<file path="config.mk">
export PLATFORM = sky130hd
export DESIGN_NAME = rsv_mgr
export DESIGN_NICKNAME = d
export VERILOG_FILES = /design/src/pkg/rsv_pkg.sv /design/src/pkg/rsv_req_if.sv /design/src/core/rsv_mgr.sv /design/src/core/rsv_rec_chk.sv
export SDC_FILE = /design/constraint.sdc
export NUM_CORES = 2
export LEC_CHECK = 0
export BUFFER_PORTS_ARGS = -buffer_cell sky130_fd_sc_hd__buf_2
export CAP_MARGIN = 20
export CORE_MARGIN = 5
export CORE_UTILIZATION = 50
export CTS_CLUSTER_SIZE = 14
export DETAILED_ROUTE_END_ITERATION = 7
export PLACE_DENSITY = 0.64
export SLEW_MARGIN = 25
export SYNTH_ARGS = -nofsm -noshare
export SYNTH_HDL_FRONTEND = slang
export SYNTH_SLANG_ARGS = --single-unit
export TNS_END_PERCENT = 5
</file>
<file path="constraint.sdc">
create_clock -name clk -period 64.8 [get_ports clk]
set_input_delay 0 -clock clk [delete_from_list [all_inputs] [get_ports clk]]
set_output_delay 0 -clock clk [all_outputs]
set_load 0.01 [all_outputs]
</file>
<file path="src/pkg/rsv_pkg.sv">
// Purpose: shared constants, types and helpers of the reservation manager
// Assumes: eight bus initiators, eight logical units, 32-bit block addresses
// Notes: status bytes follow the usual bus status codes
package rsv_pkg;

  localparam int LBA_W = 32;
  localparam int CNT_W = 24;
  localparam int ID_W = 3;
  localparam int LUN_W = 3;
  localparam int NUM_INIT = 8;
  localparam int NUM_LUN = 8;
  localparam int NREC_DEF = 8;

  // extent list lengths the device accepts
  localparam logic [15:0] EXT_LEN_ONE = 16'h0008;
  localparam logic [15:0] EXT_LEN_NONE = 16'h0000;

  // status bytes
  localparam logic [7:0] ST_GOOD = 8'h00;
  localparam logic [7:0] ST_CHECK = 8'h02;
  localparam logic [7:0] ST_CONFLICT = 8'h18;

  // error codes kept for request sense
  localparam logic [7:0] ERR_NO_SENSE = 8'h00;
  localparam logic [7:0] ERR_ILL_REQ = 8'h20;
  localparam logic [7:0] ERR_ILL_BLOCK = 8'h21;
  localparam logic [7:0] ERR_BAD_ARG = 8'h24;

  localparam logic [LBA_W-1:0] LBA_TOP = {LBA_W{1'b1}};

  typedef enum logic [2:0] {
    OP_RESERVE = 3'h0,
    OP_RELEASE = 3'h1,
    OP_READ = 3'h2,
    OP_WRITE = 3'h3,
    OP_FORMAT = 3'h4,
    OP_SENSE = 3'h5
  } rsv_op_e;

  typedef enum logic [1:0] {
    TY_RD_SHARED = 2'h0,
    TY_WR_EXCL = 2'h1,
    TY_RD_EXCL = 2'h2,
    TY_EXCL = 2'h3
  } rsv_type_e;

  typedef enum logic [2:0] {
    CK_NONE = 3'h0,
    CK_WHOLE = 3'h1,
    CK_EXTENT = 3'h2,
    CK_READ = 3'h3,
    CK_WRITE = 3'h4,
    CK_FORMAT = 3'h5
  } rsv_kind_e;

  typedef struct packed {
    logic valid;
    logic [LUN_W-1:0] lun;
    logic [ID_W-1:0] init;
    logic whole;
    rsv_type_e typ;
    logic [7:0] id;
    logic [LBA_W-1:0] lo;
    logic [LBA_W-1:0] hi;
  } rsv_rec_s;

  localparam rsv_rec_s REC_EMPTY = '0;

  // overlapping extents clash unless shared+shared or read-excl+write-excl
  function automatic logic types_clash(input rsv_type_e a, input rsv_type_e b);
    logic shared_pair;
    logic split_pair;
    shared_pair = (a == TY_RD_SHARED) && (b == TY_RD_SHARED);
    split_pair = ((a == TY_RD_EXCL) && (b == TY_WR_EXCL)) || ((a == TY_WR_EXCL) && (b == TY_RD_EXCL));
    return !(shared_pair || split_pair);
  endfunction : types_clash

endpackage : rsv_pkg

</file>
<file path="src/pkg/rsv_req_if.sv">
// Purpose: carries the request under check to every record checker
// Assumes: driven combinationally by the manager
// Notes: kind CK_NONE means no check is wanted
`timescale 1ns/1ns
interface rsv_req_if;
  import rsv_pkg::*;
  rsv_kind_e kind;
  logic [LUN_W-1:0] lun;
  logic [ID_W-1:0] init;
  rsv_type_e typ;
  logic [LBA_W-1:0] lo;
  logic [LBA_W-1:0] hi;
  modport src (output kind, output lun, output init, output typ, output lo, output hi);
  modport chk (input kind, input lun, input init, input typ, input lo, input hi);
endinterface : rsv_req_if

</file>
<file path="src/core/rsv_mgr.sv">
// Purpose: reservation manager of the disk controller command interpreter
// Assumes: one command per cycle, all inputs but the asynchronous reset synchronous to clk
// Notes: answer appears one cycle after the command is taken
`timescale 1ns/1ns

// How it works
// clear extent flag reserves whole unit
// unit reservation ends by release or reset
// owner may reserve its unit again
// whole-unit reserve ignores id and length
// held unit or extent gives conflict status
// foreign read or write on held unit conflicts
// request sense after conflict shows no sense
// store identifier with each extent reservation
// more than one extent gives 21h
// bad extent address gives 21h
// extent request on held unit: illegal request
// conflict-free extent granted until release/reset
// extent list length must be 8 or 0
// start bytes 04-07, count 01-03, zero=end
// reservation type from descriptor low bits
// read exclusive blocks foreign reads
// write exclusive blocks foreign writes
// exclusive access blocks everything foreign
// read shared blocks all writes
// relative address needs prior linked block
// conflicting access performs nothing, conflict status
// format on unit with any extent or a foreign whole-unit reservation gives conflict
// release ends all or matching id
// records per unit, checked combinationally
module rsv_mgr
  import rsv_pkg::*;
#(
  parameter int NREC = NREC_DEF
) (
  input wire logic clk,
  input wire logic reset,
  input wire logic cmd_valid,
  input wire rsv_op_e cmd_op,
  input wire logic [ID_W-1:0] cmd_init,
  input wire logic [LUN_W-1:0] cmd_lun,
  input wire logic cmd_extent,
  input wire logic [7:0] cmd_res_id,
  input wire logic [15:0] cmd_list_len,
  input wire logic [LBA_W-1:0] cmd_lba,
  input wire logic [CNT_W-1:0] cmd_blocks,
  input wire logic [1:0] desc_type,
  input wire logic desc_rel_addr,
  input wire logic [CNT_W-1:0] desc_blocks,
  input wire logic [LBA_W-1:0] desc_lba,
  input wire logic [LBA_W-1:0] unit_blocks,
  input wire logic link_addr_valid,
  input wire logic [LBA_W-1:0] link_addr,
  input wire logic bus_dev_reset,
  output logic rsp_valid,
  output logic [7:0] rsp_status,
  output logic [7:0] rsp_code,
  output logic [NUM_LUN-1:0] unit_held
);

  localparam int IDX_W = (NREC > 1) ? $clog2(NREC) : 1;

  // last block of a run starting at lo, n blocks long
  function automatic logic [33:0] last_blk(input logic [33:0] lo, input logic [CNT_W-1:0] n);
    return lo + {10'h000, n} - 34'h000000001;
  endfunction : last_blk

  // reservation table and per-initiator sense
  rsv_rec_s rec_q [NREC];
  rsv_rec_s rec_d [NREC];
  logic [7:0] sense_q [NUM_INIT];
  logic [7:0] sense_d [NUM_INIT];

  logic rsp_valid_q;
  logic rsp_valid_d;
  logic [7:0] rsp_status_q;
  logic [7:0] rsp_status_d;
  logic [7:0] rsp_code_q;
  logic [7:0] rsp_code_d;
  logic [NUM_LUN-1:0] held_q;
  logic [NUM_LUN-1:0] held_d;

  // checker results
  logic [NREC-1:0] hit;
  logic [NREC-1:0] own_w;
  logic [NREC-1:0] any_w;
  logic any_conf;
  logic own_whole;
  logic whole_held;

  // extent and access arithmetic
  logic [33:0] ext_start;
  logic [33:0] ext_end;
  logic [33:0] unit_end;
  logic ext_bad;
  logic [33:0] acc_end;
  logic [LBA_W-1:0] acc_hi;
  rsv_type_e ext_type;

  // free slot search
  logic [IDX_W-1:0] free_idx;
  logic free_ok;

  // working values of the command decision
  logic [7:0] st;
  logic [7:0] cd;
  logic grant;
  rsv_rec_s new_rec;

  rsv_req_if req ();

  // type code decode
  assign ext_type = rsv_type_e'(desc_type);

  // extent start and end
  // relative displacement
  assign unit_end = {2'b00, unit_blocks} - 34'h000000001;
  assign ext_start = desc_rel_addr ? ({2'b00, link_addr} + {{2{desc_lba[LBA_W-1]}}, desc_lba})
    : {2'b00, desc_lba};
  assign ext_end = (desc_blocks == '0) ? unit_end : last_blk(ext_start, desc_blocks);

  // address validity
  assign ext_bad = ext_start[33] || (ext_start >= {2'b00, unit_blocks})
    || (ext_end >= {2'b00, unit_blocks});

  // access range, saturated at the top block
  assign acc_end = (cmd_blocks == '0) ? {2'b00, cmd_lba} : last_blk({2'b00, cmd_lba}, cmd_blocks);
  assign acc_hi = (acc_end[33:32] != 2'b00) ? LBA_TOP : acc_end[LBA_W-1:0];

  // request presented to all record checkers
  always_comb begin
    req.kind = CK_NONE;
    req.lun = cmd_lun;
    req.init = cmd_init;
    req.typ = ext_type;
    req.lo = '0;
    req.hi = LBA_TOP;
    if (cmd_valid) begin
      unique case (cmd_op)
        OP_RESERVE: begin
          req.kind = cmd_extent ? CK_EXTENT : CK_WHOLE;
          if (cmd_extent) begin
            req.lo = ext_start[LBA_W-1:0];
            req.hi = ext_end[LBA_W-1:0];
          end
        end
        OP_READ: begin
          req.kind = CK_READ;
          req.lo = cmd_lba;
          req.hi = acc_hi;
        end
        OP_WRITE: begin
          req.kind = CK_WRITE;
          req.lo = cmd_lba;
          req.hi = acc_hi;
        end
        OP_FORMAT: req.kind = CK_FORMAT;
        default: req.kind = CK_NONE;
      endcase
    end
  end

  // one checker per record
  for (genvar g = 0; g < NREC; g++) begin : g_chk
    rsv_rec_chk u_chk (
      .rq(req),
      .rec(rec_q[g]),
      .conflict(hit[g]),
      .own_whole(own_w[g]),
      .any_whole(any_w[g])
    );
  end

  assign any_conf = |hit;
  assign own_whole = |own_w;
  assign whole_held = |any_w;

  // lowest free record slot
  always_comb begin
    free_idx = '0;
    free_ok = 1'b0;
    for (int i = NREC - 1; i >= 0; i--) begin
      if (!rec_q[i].valid) begin
        free_idx = IDX_W'(i);
        free_ok = 1'b1;
      end
    end
  end

  // command decision and table update
  always_comb begin
    rec_d = rec_q;
    sense_d = sense_q;
    rsp_valid_d = 1'b0;
    rsp_status_d = rsp_status_q;
    rsp_code_d = rsp_code_q;
    st = ST_GOOD;
    cd = ERR_NO_SENSE;
    grant = 1'b0;
    new_rec = REC_EMPTY;
    held_d = '0;
    if (cmd_valid) begin
      unique case (cmd_op)
        OP_RESERVE: begin
          if (!cmd_extent) begin
            // id and length unused here
            // unit or extent already held
            if (any_conf) begin
              st = ST_CONFLICT;
            // repeat by owner is good
            end else if (!own_whole) begin
              // whole unit reservation
              new_rec = '{valid: 1'b1, lun: cmd_lun, init: cmd_init, whole: 1'b1,
                typ: TY_EXCL, id: 8'h00, lo: '0, hi: LBA_TOP};
              grant = 1'b1;
            end
          // one extent only
          end else if (cmd_list_len > EXT_LEN_ONE) begin
            st = ST_CHECK;
            cd = ERR_ILL_BLOCK;
          // length 8 or 0
          end else if (cmd_list_len != EXT_LEN_NONE && cmd_list_len != EXT_LEN_ONE) begin
            st = ST_CHECK;
            cd = ERR_BAD_ARG;
          end else if (cmd_list_len == EXT_LEN_NONE) begin
            st = ST_GOOD;
          // no linked block yet
          end else if (desc_rel_addr && !link_addr_valid) begin
            st = ST_CHECK;
            cd = ERR_BAD_ARG;
          // address out of unit
          end else if (ext_bad) begin
            st = ST_CHECK;
            cd = ERR_ILL_BLOCK;
          // unit already held
          end else if (whole_held) begin
            st = ST_CHECK;
            cd = ERR_ILL_REQ;
          end else if (any_conf) begin
            st = ST_CONFLICT;
          end else begin
            // extent granted
            // identifier kept
            new_rec = '{valid: 1'b1, lun: cmd_lun, init: cmd_init, whole: 1'b0,
              typ: ext_type, id: cmd_res_id, lo: ext_start[LBA_W-1:0], hi: ext_end[LBA_W-1:0]};
            grant = 1'b1;
          end
          // table full reads as a clash with held records
          if (grant && !free_ok) begin
            grant = 1'b0;
            st = ST_CONFLICT;
          end
          if (grant) begin
            rec_d[free_idx] = new_rec;
          end
        end
        OP_RELEASE: begin
          // release all or matching id
          // unit released by owner
          for (int i = 0; i < NREC; i++) begin
            if (rec_q[i].valid && rec_q[i].lun == cmd_lun && rec_q[i].init == cmd_init
                && (!cmd_extent || (!rec_q[i].whole && rec_q[i].id == cmd_res_id))) begin
              rec_d[i].valid = 1'b0;
            end
          end
        end
        OP_READ, OP_WRITE, OP_FORMAT: begin
          // reject whole command
          if (any_conf) begin
            st = ST_CONFLICT;
          end
        end
        OP_SENSE: begin
          cd = sense_q[cmd_init];
        end
        default: st = ST_GOOD;
      endcase
      // sense after conflict is none
      if (cmd_op != OP_SENSE) begin
        sense_d[cmd_init] = (st == ST_CHECK) ? cd : ERR_NO_SENSE;
      end else begin
        sense_d[cmd_init] = ERR_NO_SENSE;
      end
      rsp_valid_d = 1'b1;
      rsp_status_d = st;
      rsp_code_d = cd;
    end
    // bus device reset clears all
    if (bus_dev_reset) begin
      for (int i = 0; i < NREC; i++) begin
        rec_d[i].valid = 1'b0;
      end
    end
    // units holding any record
    for (int i = 0; i < NREC; i++) begin
      if (rec_d[i].valid) begin
        held_d[rec_d[i].lun] = 1'b1;
      end
    end
  end

  // state registers, hard reset clears every reservation
  always_ff @(posedge clk or posedge reset) begin
    if (reset) begin
      for (int i = 0; i < NREC; i++) begin
        rec_q[i] <= REC_EMPTY;
      end
      for (int i = 0; i < NUM_INIT; i++) begin
        sense_q[i] <= ERR_NO_SENSE;
      end
      rsp_valid_q <= 1'b0;
      rsp_status_q <= ST_GOOD;
      rsp_code_q <= ERR_NO_SENSE;
      held_q <= '0;
    end else begin
      rec_q <= rec_d;
      sense_q <= sense_d;
      rsp_valid_q <= rsp_valid_d;
      rsp_status_q <= rsp_status_d;
      rsp_code_q <= rsp_code_d;
      held_q <= held_d;
    end
  end

  // outputs straight from flops
  assign rsp_valid = rsp_valid_q;
  assign rsp_status = rsp_status_q;
  assign rsp_code = rsp_code_q;
  assign unit_held = held_q;

endmodule : rsv_mgr

</file>
<file path="src/core/rsv_rec_chk.sv">
// Purpose: judges one reservation record against the request under check
// Assumes: whole-unit records span the full address range
// Notes: purely combinational
`timescale 1ns/1ns
module rsv_rec_chk
  import rsv_pkg::*;
(
  rsv_req_if.chk rq,
  input rsv_rec_s rec,
  output logic conflict,
  output logic own_whole,
  output logic any_whole
);

  logic on_unit;
  logic other;
  logic ovl;

  // record relation to the requester
  assign on_unit = rec.valid && (rec.lun == rq.lun);
  assign other = rec.init != rq.init;
  assign ovl = (rq.lo <= rec.hi) && (rec.lo <= rq.hi);
  assign own_whole = on_unit && rec.whole && !other;
  assign any_whole = on_unit && rec.whole;

  // conflict verdict per kind of check
  always_comb begin
    conflict = 1'b0;
    unique case (rq.kind)
      // held unit clashes
      CK_WHOLE: conflict = on_unit && !(rec.whole && !other);
      // type matrix
      CK_EXTENT: conflict = on_unit && !rec.whole && ovl && types_clash(rec.typ, rq.typ);
      // foreign read blocked
      CK_READ: conflict = on_unit && ovl && other
        && (rec.whole || rec.typ == TY_RD_EXCL || rec.typ == TY_EXCL);
      // writes blocked
      CK_WRITE: conflict = on_unit && ovl
        && ((other && (rec.whole || rec.typ == TY_WR_EXCL || rec.typ == TY_EXCL))
        || (!rec.whole && rec.typ == TY_RD_SHARED));
      // format blocked
      CK_FORMAT: conflict = on_unit && (!rec.whole || other);
      default: conflict = 1'b0;
    endcase
  end

endmodule : rsv_rec_chk

</file>
**Yosys cells after proc, flatten, opt, wreduce, memory -nomap -nowiden**

Cells that the tools add are included.

- $mul: 0
- Bitwise gates (word level): 11
- Reductions and logical operators: 319
- Shifts and indexed selects: 0
- Add/sub/neg operators: 6
- Multiplexer cells: 154
- Order comparisons: 39
- Eq/ne operators: 71
- Div/mod/pow operators: 0

Operators by type and width:

| cell | number |
|---|---|
| 656-bit 2-to-1 mux | 2 |
| 82-bit 2-to-1 mux | 13 |
| 656-bit bitwise mux | 1 |
| 81-bit 2-to-1 mux | 8 |
| 32-bit less-or-equal comparator | 16 |
| 82-bit demux with 3-bit select | 1 |
| 1-bit logical AND | 189 |
| 8-bit 2-to-1 mux | 22 |
| 32-bit 2-to-1 mux | 5 |
| 32-bit case mux with 2 select lines | 2 |
| 34-bit 2-to-1 mux | 3 |
| 1-bit logical OR | 74 |
| 34-bit by 32-bit greater-or-equal comparator with 1-bit output | 2 |
| 64-bit bitwise AND | 1 |
| 64-bit bitwise mux | 1 |
| 8-bit equality test | 8 |
| 64-bit 2-to-1 mux | 1 |
| 64-bit inverter | 1 |
| 8-bit OR | 7 |
| 3-bit equality test | 16 |
| 24-bit logical NOT | 2 |
| 1-bit 2-to-1 mux | 48 |
| 6-bit 2-to-1 mux | 7 |
| 1-bit case mux with 5 select lines | 8 |
| 40 further kinds | 162 |

- Memories: 0
- Input port bits: 218
- Word-level logic and storage cells: 676
- Bits in writable memories: 0
- Latch bits: 0
- Output and inout bits: 25
- ROM bits: 0
- Register bits after elaboration: 745

**Logic depth before layout (Yosys ltp)**

- Depth after elaboration: 51
- Gate-level depth with buffers: 55
- Mapped depth without buffers: 53

**Modules after synthesis**

From an unflattened synthesis, not the netlist that was laid out.

- Cells, all modules: 6560
- Area, all modules: 54168.2 um^2

By module, submodules not included:

| module | sequential area each (um^2) | cells an instance | area each (um^2) | times used |
|---|---|---|---|---|
| rsv_mgr | 18492.7 | 4480 | 39600.5 | 1 |
| rsv_rec_chk at g_chk[0].u_chk ... | 0.0 | 260 | 1816.7 | 5 |
| rsv_rec_chk at g_chk[5].u_chk ... | 0.0 | 260 | 1828.0 | 3 |

**Worst setup path after synthesis**

No wires, ideal clock.

- Kind: input port to flip-flop
- Start: input port desc_lba[0]
- End: register held_q[4], in the netlist unit_held[4]
- Path slack: 55716 ps
- Required time: 64661 ps
- Library setup time: 139 ps
- Path buffers: 1
- Data arrival time: 8945 ps
- Stages on the path: 51
- Cell sequence: ha_1 inv_1 fa_1 nor2b_1 o21a_1 o21ai_0 a21oi_1 o21ai_0 a31oi_1 a41o_1 nor4_1 nor2_1 a21oi_1 xnor2_1 mux2_2 inv_1 ha_1 inv_1 [15 not listed] ha_1 and4_1 nand4_1 or4_1 nor4_1 o2111ai_1 nand4_1 a2111oi_0 mux2i_1 a211o_1 and4bb_1 buf_6 nand3_2 mux2_2 inv_1 nor2_1 a22o_1 or4_1

RTL lines:

| what | RTL line | source |
|---|---|---|
| start: declaration | rsv_mgr.sv:50 | `input wire logic [LBA_W-1:0] desc_lba,` |
| end signal: assignment | rsv_mgr.sv:321 | `held_q <= held_d;` |
| end: declaration | rsv_mgr.sv:80 | `logic [NUM_LUN-1:0] held_q;` |

==> results.json <==
{
  "cellPowerDensity_nw_per_um2": 22.7,
  "coreArea_um2": 105000,
  "drt_pre_antenna_iters": 6,
  "wl_per_cell_um": 23.7,
  "synth_warnings": 0,
  "critPathMaxFanout": 80,
  "rsz0062_at_grt": "false",
  "path_class": "primary input to flip-flop",
  "io_pins": 243,
  "skew_ns": 0.0500,
  "floorplan.initialDensity": 0.502,
  "startpoint_type": "primary input",
  "min_path_type": "primary input to flip-flop",
  "cts.htree.levels": 3,
  "post_cts_resized": 0,
  "ff2ff_setup_slack_ns": 58.17,
  "routed_wl_um": 186000,
  "synth_cell_types": 93,
  "fin_util": 0.561,
  "via_per_inst": 6.00,
  "cp_slowest_cell": "nor4_2",
  "stdcell_area_um2": 58900,
  "finalCritPeriodShare": 0.184,
  "antenna_found_initial": 9,
  "nets": 7315,
  "dieArea_um2": 112000,
  "placed_cells": 7663,
  "max_freq_ghz": 0.0838,
  "final_max_slew_viol_count": 0,
  "slew_headroom": 0.235,
  "seq_area_frac_synth": 0.351,
  "ant_nets": 0,
  "final_common_cell": "nand2_1",
  "worstMarginPinSlew_ns": 1.14,
  "placed_cell_area_um2": 55600,
  "drt_iter0_markers": 3768,
  "most-common-layout-cells": "nand2_1, o21ai_0, dfrtp_1, ha_1, inv_1",
  "grt_usage": 0.326,
  "synth_seq_cells": 739,
  "arrival_ns": 12.50,
  "portBuffers": 237,
  "cp_slowest_stage_delay_ns": 0.83,
  "clock-sinks": 739,
  "grt_max_degree": 142,
  "multiInputGateArea_um2": 31100,
  "drv_cap": 0,
  "min_period_ns": 11.93,
  "hold_violations": 0,
  "async_flop_share": 1.00,
  "drc": 0,
  "synth_area_um2": 52600,
  "leakagePower_nw": 28.2,
  "fin_cells": 7845,
  "route.vias.total": 47100,
  "hpwl_um": 140000,
  "max-vdd-ir-drop_v": 0.0000262,
  "grt_pass1_wl_um": 281000,
  "total_power_mw": 1.34,
  "grt.overflow.total": 0,
  "synth_edf_count": 0,
  "cts_buffers": 86,
  "fin_setup_tns_ns": 0,
  "synth_top_flop_cell": "dfrtp_1",
  "crit_buf_inv": 7,
  "clkLatencyLatePin_ns": 0.69,
  "area_growth_syn_to_layout_pct": 11.8,
  "end_kind": "flip-flop",
  "grt_pass1_vias": 45800,
  "fp.dieW_um": 334,
  "path_clk_slew_ns": 0.07,
  "synthCells": 6175,
  "setup_violations": 0,
  "gp_congestion": 0.990,
  "rows": 119,
  "cts_tree": "built",
  "syn_area_per_cell_um2": 8.53,
  "critPathTopFamily": "simple AND/OR/NAND/NOR gates",
  "status": "finished, final reports clean",
  "required_ns": 65.37,
  "clock_path_buffers": 3,
  "n_fill_cell": 9735,
  "cpMostUsedCell": "a21oi_1",
  "drive_above_1_share": 0.0957,
  "seqCellArea_um2": 18500,
  "cts_root_buf": "clkbuf_16",
  "die_h_um": 334
}
[flip-flops by register name, indices dropped and copies added, names as in the netlist]
signal and count:
sense_q 64, unit_held 8, rsp_valid 1, rec_q 656, rsp_code 8, rsp_status 2
[worst paths after layout]
check                               from  cells past startpoint      endpoint
setup / recovery             desc_lba[0]                     52  unit_held[7]
hold / removal             cmd_res_id[1]                      3    rec_q[393]
setup reg to reg              rec_q[343]                     20  unit_held[7]
hold reg to reg               rec_q[254]                      2    rec_q[254]
max in group asynchronous          reset                      7    rec_q[346]
min in group asynchronous          reset                      4    rec_q[546]
[cell type report]
type,count,area share
Multi-Input combinational cell,4599,0.529
Sequential cell,739,0.314
Clock buffer,120,0.0420
Inverter,592,0.0379
Timing Repair Buffer,359,0.0371
Tap cell,1391,0.0296
Clock inverter,40,0.00984
Antenna cell,5,0.000213
[report_power, final]
part,switching (mW),internal (mW)
Combinational,0.217,0.118
Sequential,0.00501,0.469
Clock,0.217,0.310
[worst min-delay path, cell delays in order]
cell and delay [ns]:
buf_2 0.21, nand2_1 0.29, o21ai_0 0.13
[synthesized netlist by cell type (all sizes together), types with 17 or more instances]
master,n,area (µm²)
nand2,867,3250
o21ai,818,4100
dfrtp,739,18500
ha,717,8970
inv,591,2220
a21oi,333,1670
nor2,246,923
clkbuf,202,758
xnor2,179,1570
nand4,142,888
a21o,117,878
nand3,108,568
nor3,85,425
nor2b,71,444
o21a,64,480
and2,62,388
mux2,58,661
nor4,53,347
a22oi,52,390
o211ai,51,383
and3,49,317
buf,47,245
a211oi,46,350
xor2,45,394
nand2b,37,231
a31oi,22,138
o22ai,22,138
o221ai,21,184
a221oi,19,166
or3,19,119
and4,18,158
a2111oi,17,149
[what timing repair did]
action,CTS,global route
buffers inserted,0,0
hold endpoints to repair,128,43
hold buffers,15,1
setup endpoints to repair,0,0
[per-stage QoR]
stage / setup WS [ns] / hold slack [ns]
finish: 52.87 / 0.0176
floorplan: 44.06 / 0.0314
detailed placement: 52.58 / 0.284
CTS: 53.29 / 0.00349
global placement: 52.27 / 0.270
global route: 52.21 / 0.0289
[routing by layer]
layer,up-vias,global-route usage,share of wire
li1,22200,-,-
met1,22700,0.441,0.43
met2,1726,0.526,0.45
met3,400,0.0590,0.076
met4,4,0.120,0.042
met5,-,0,0.00013
[logic make-up (layout without fill, tap and decap cells)]
family / count (synthesis) / count (layout) / share of synthesized area
AOI/OAI and AO/OA: 1755 / 1755 / 0.201
buffers and inverters: 841 / 1111 / 0.0613
other: 1 / 10 / 0.0000712
DFF: 739 / 739 / 0.351
muxes: 68 / 68 / 0.0147
xor gates and xnor gates: 224 / 224 / 0.0373
and+or+nand+nor: 1827 / 1827 / 0.163
adders and majority gates: 720 / 720 / 0.172
Power figures use the tool's default switching activity.
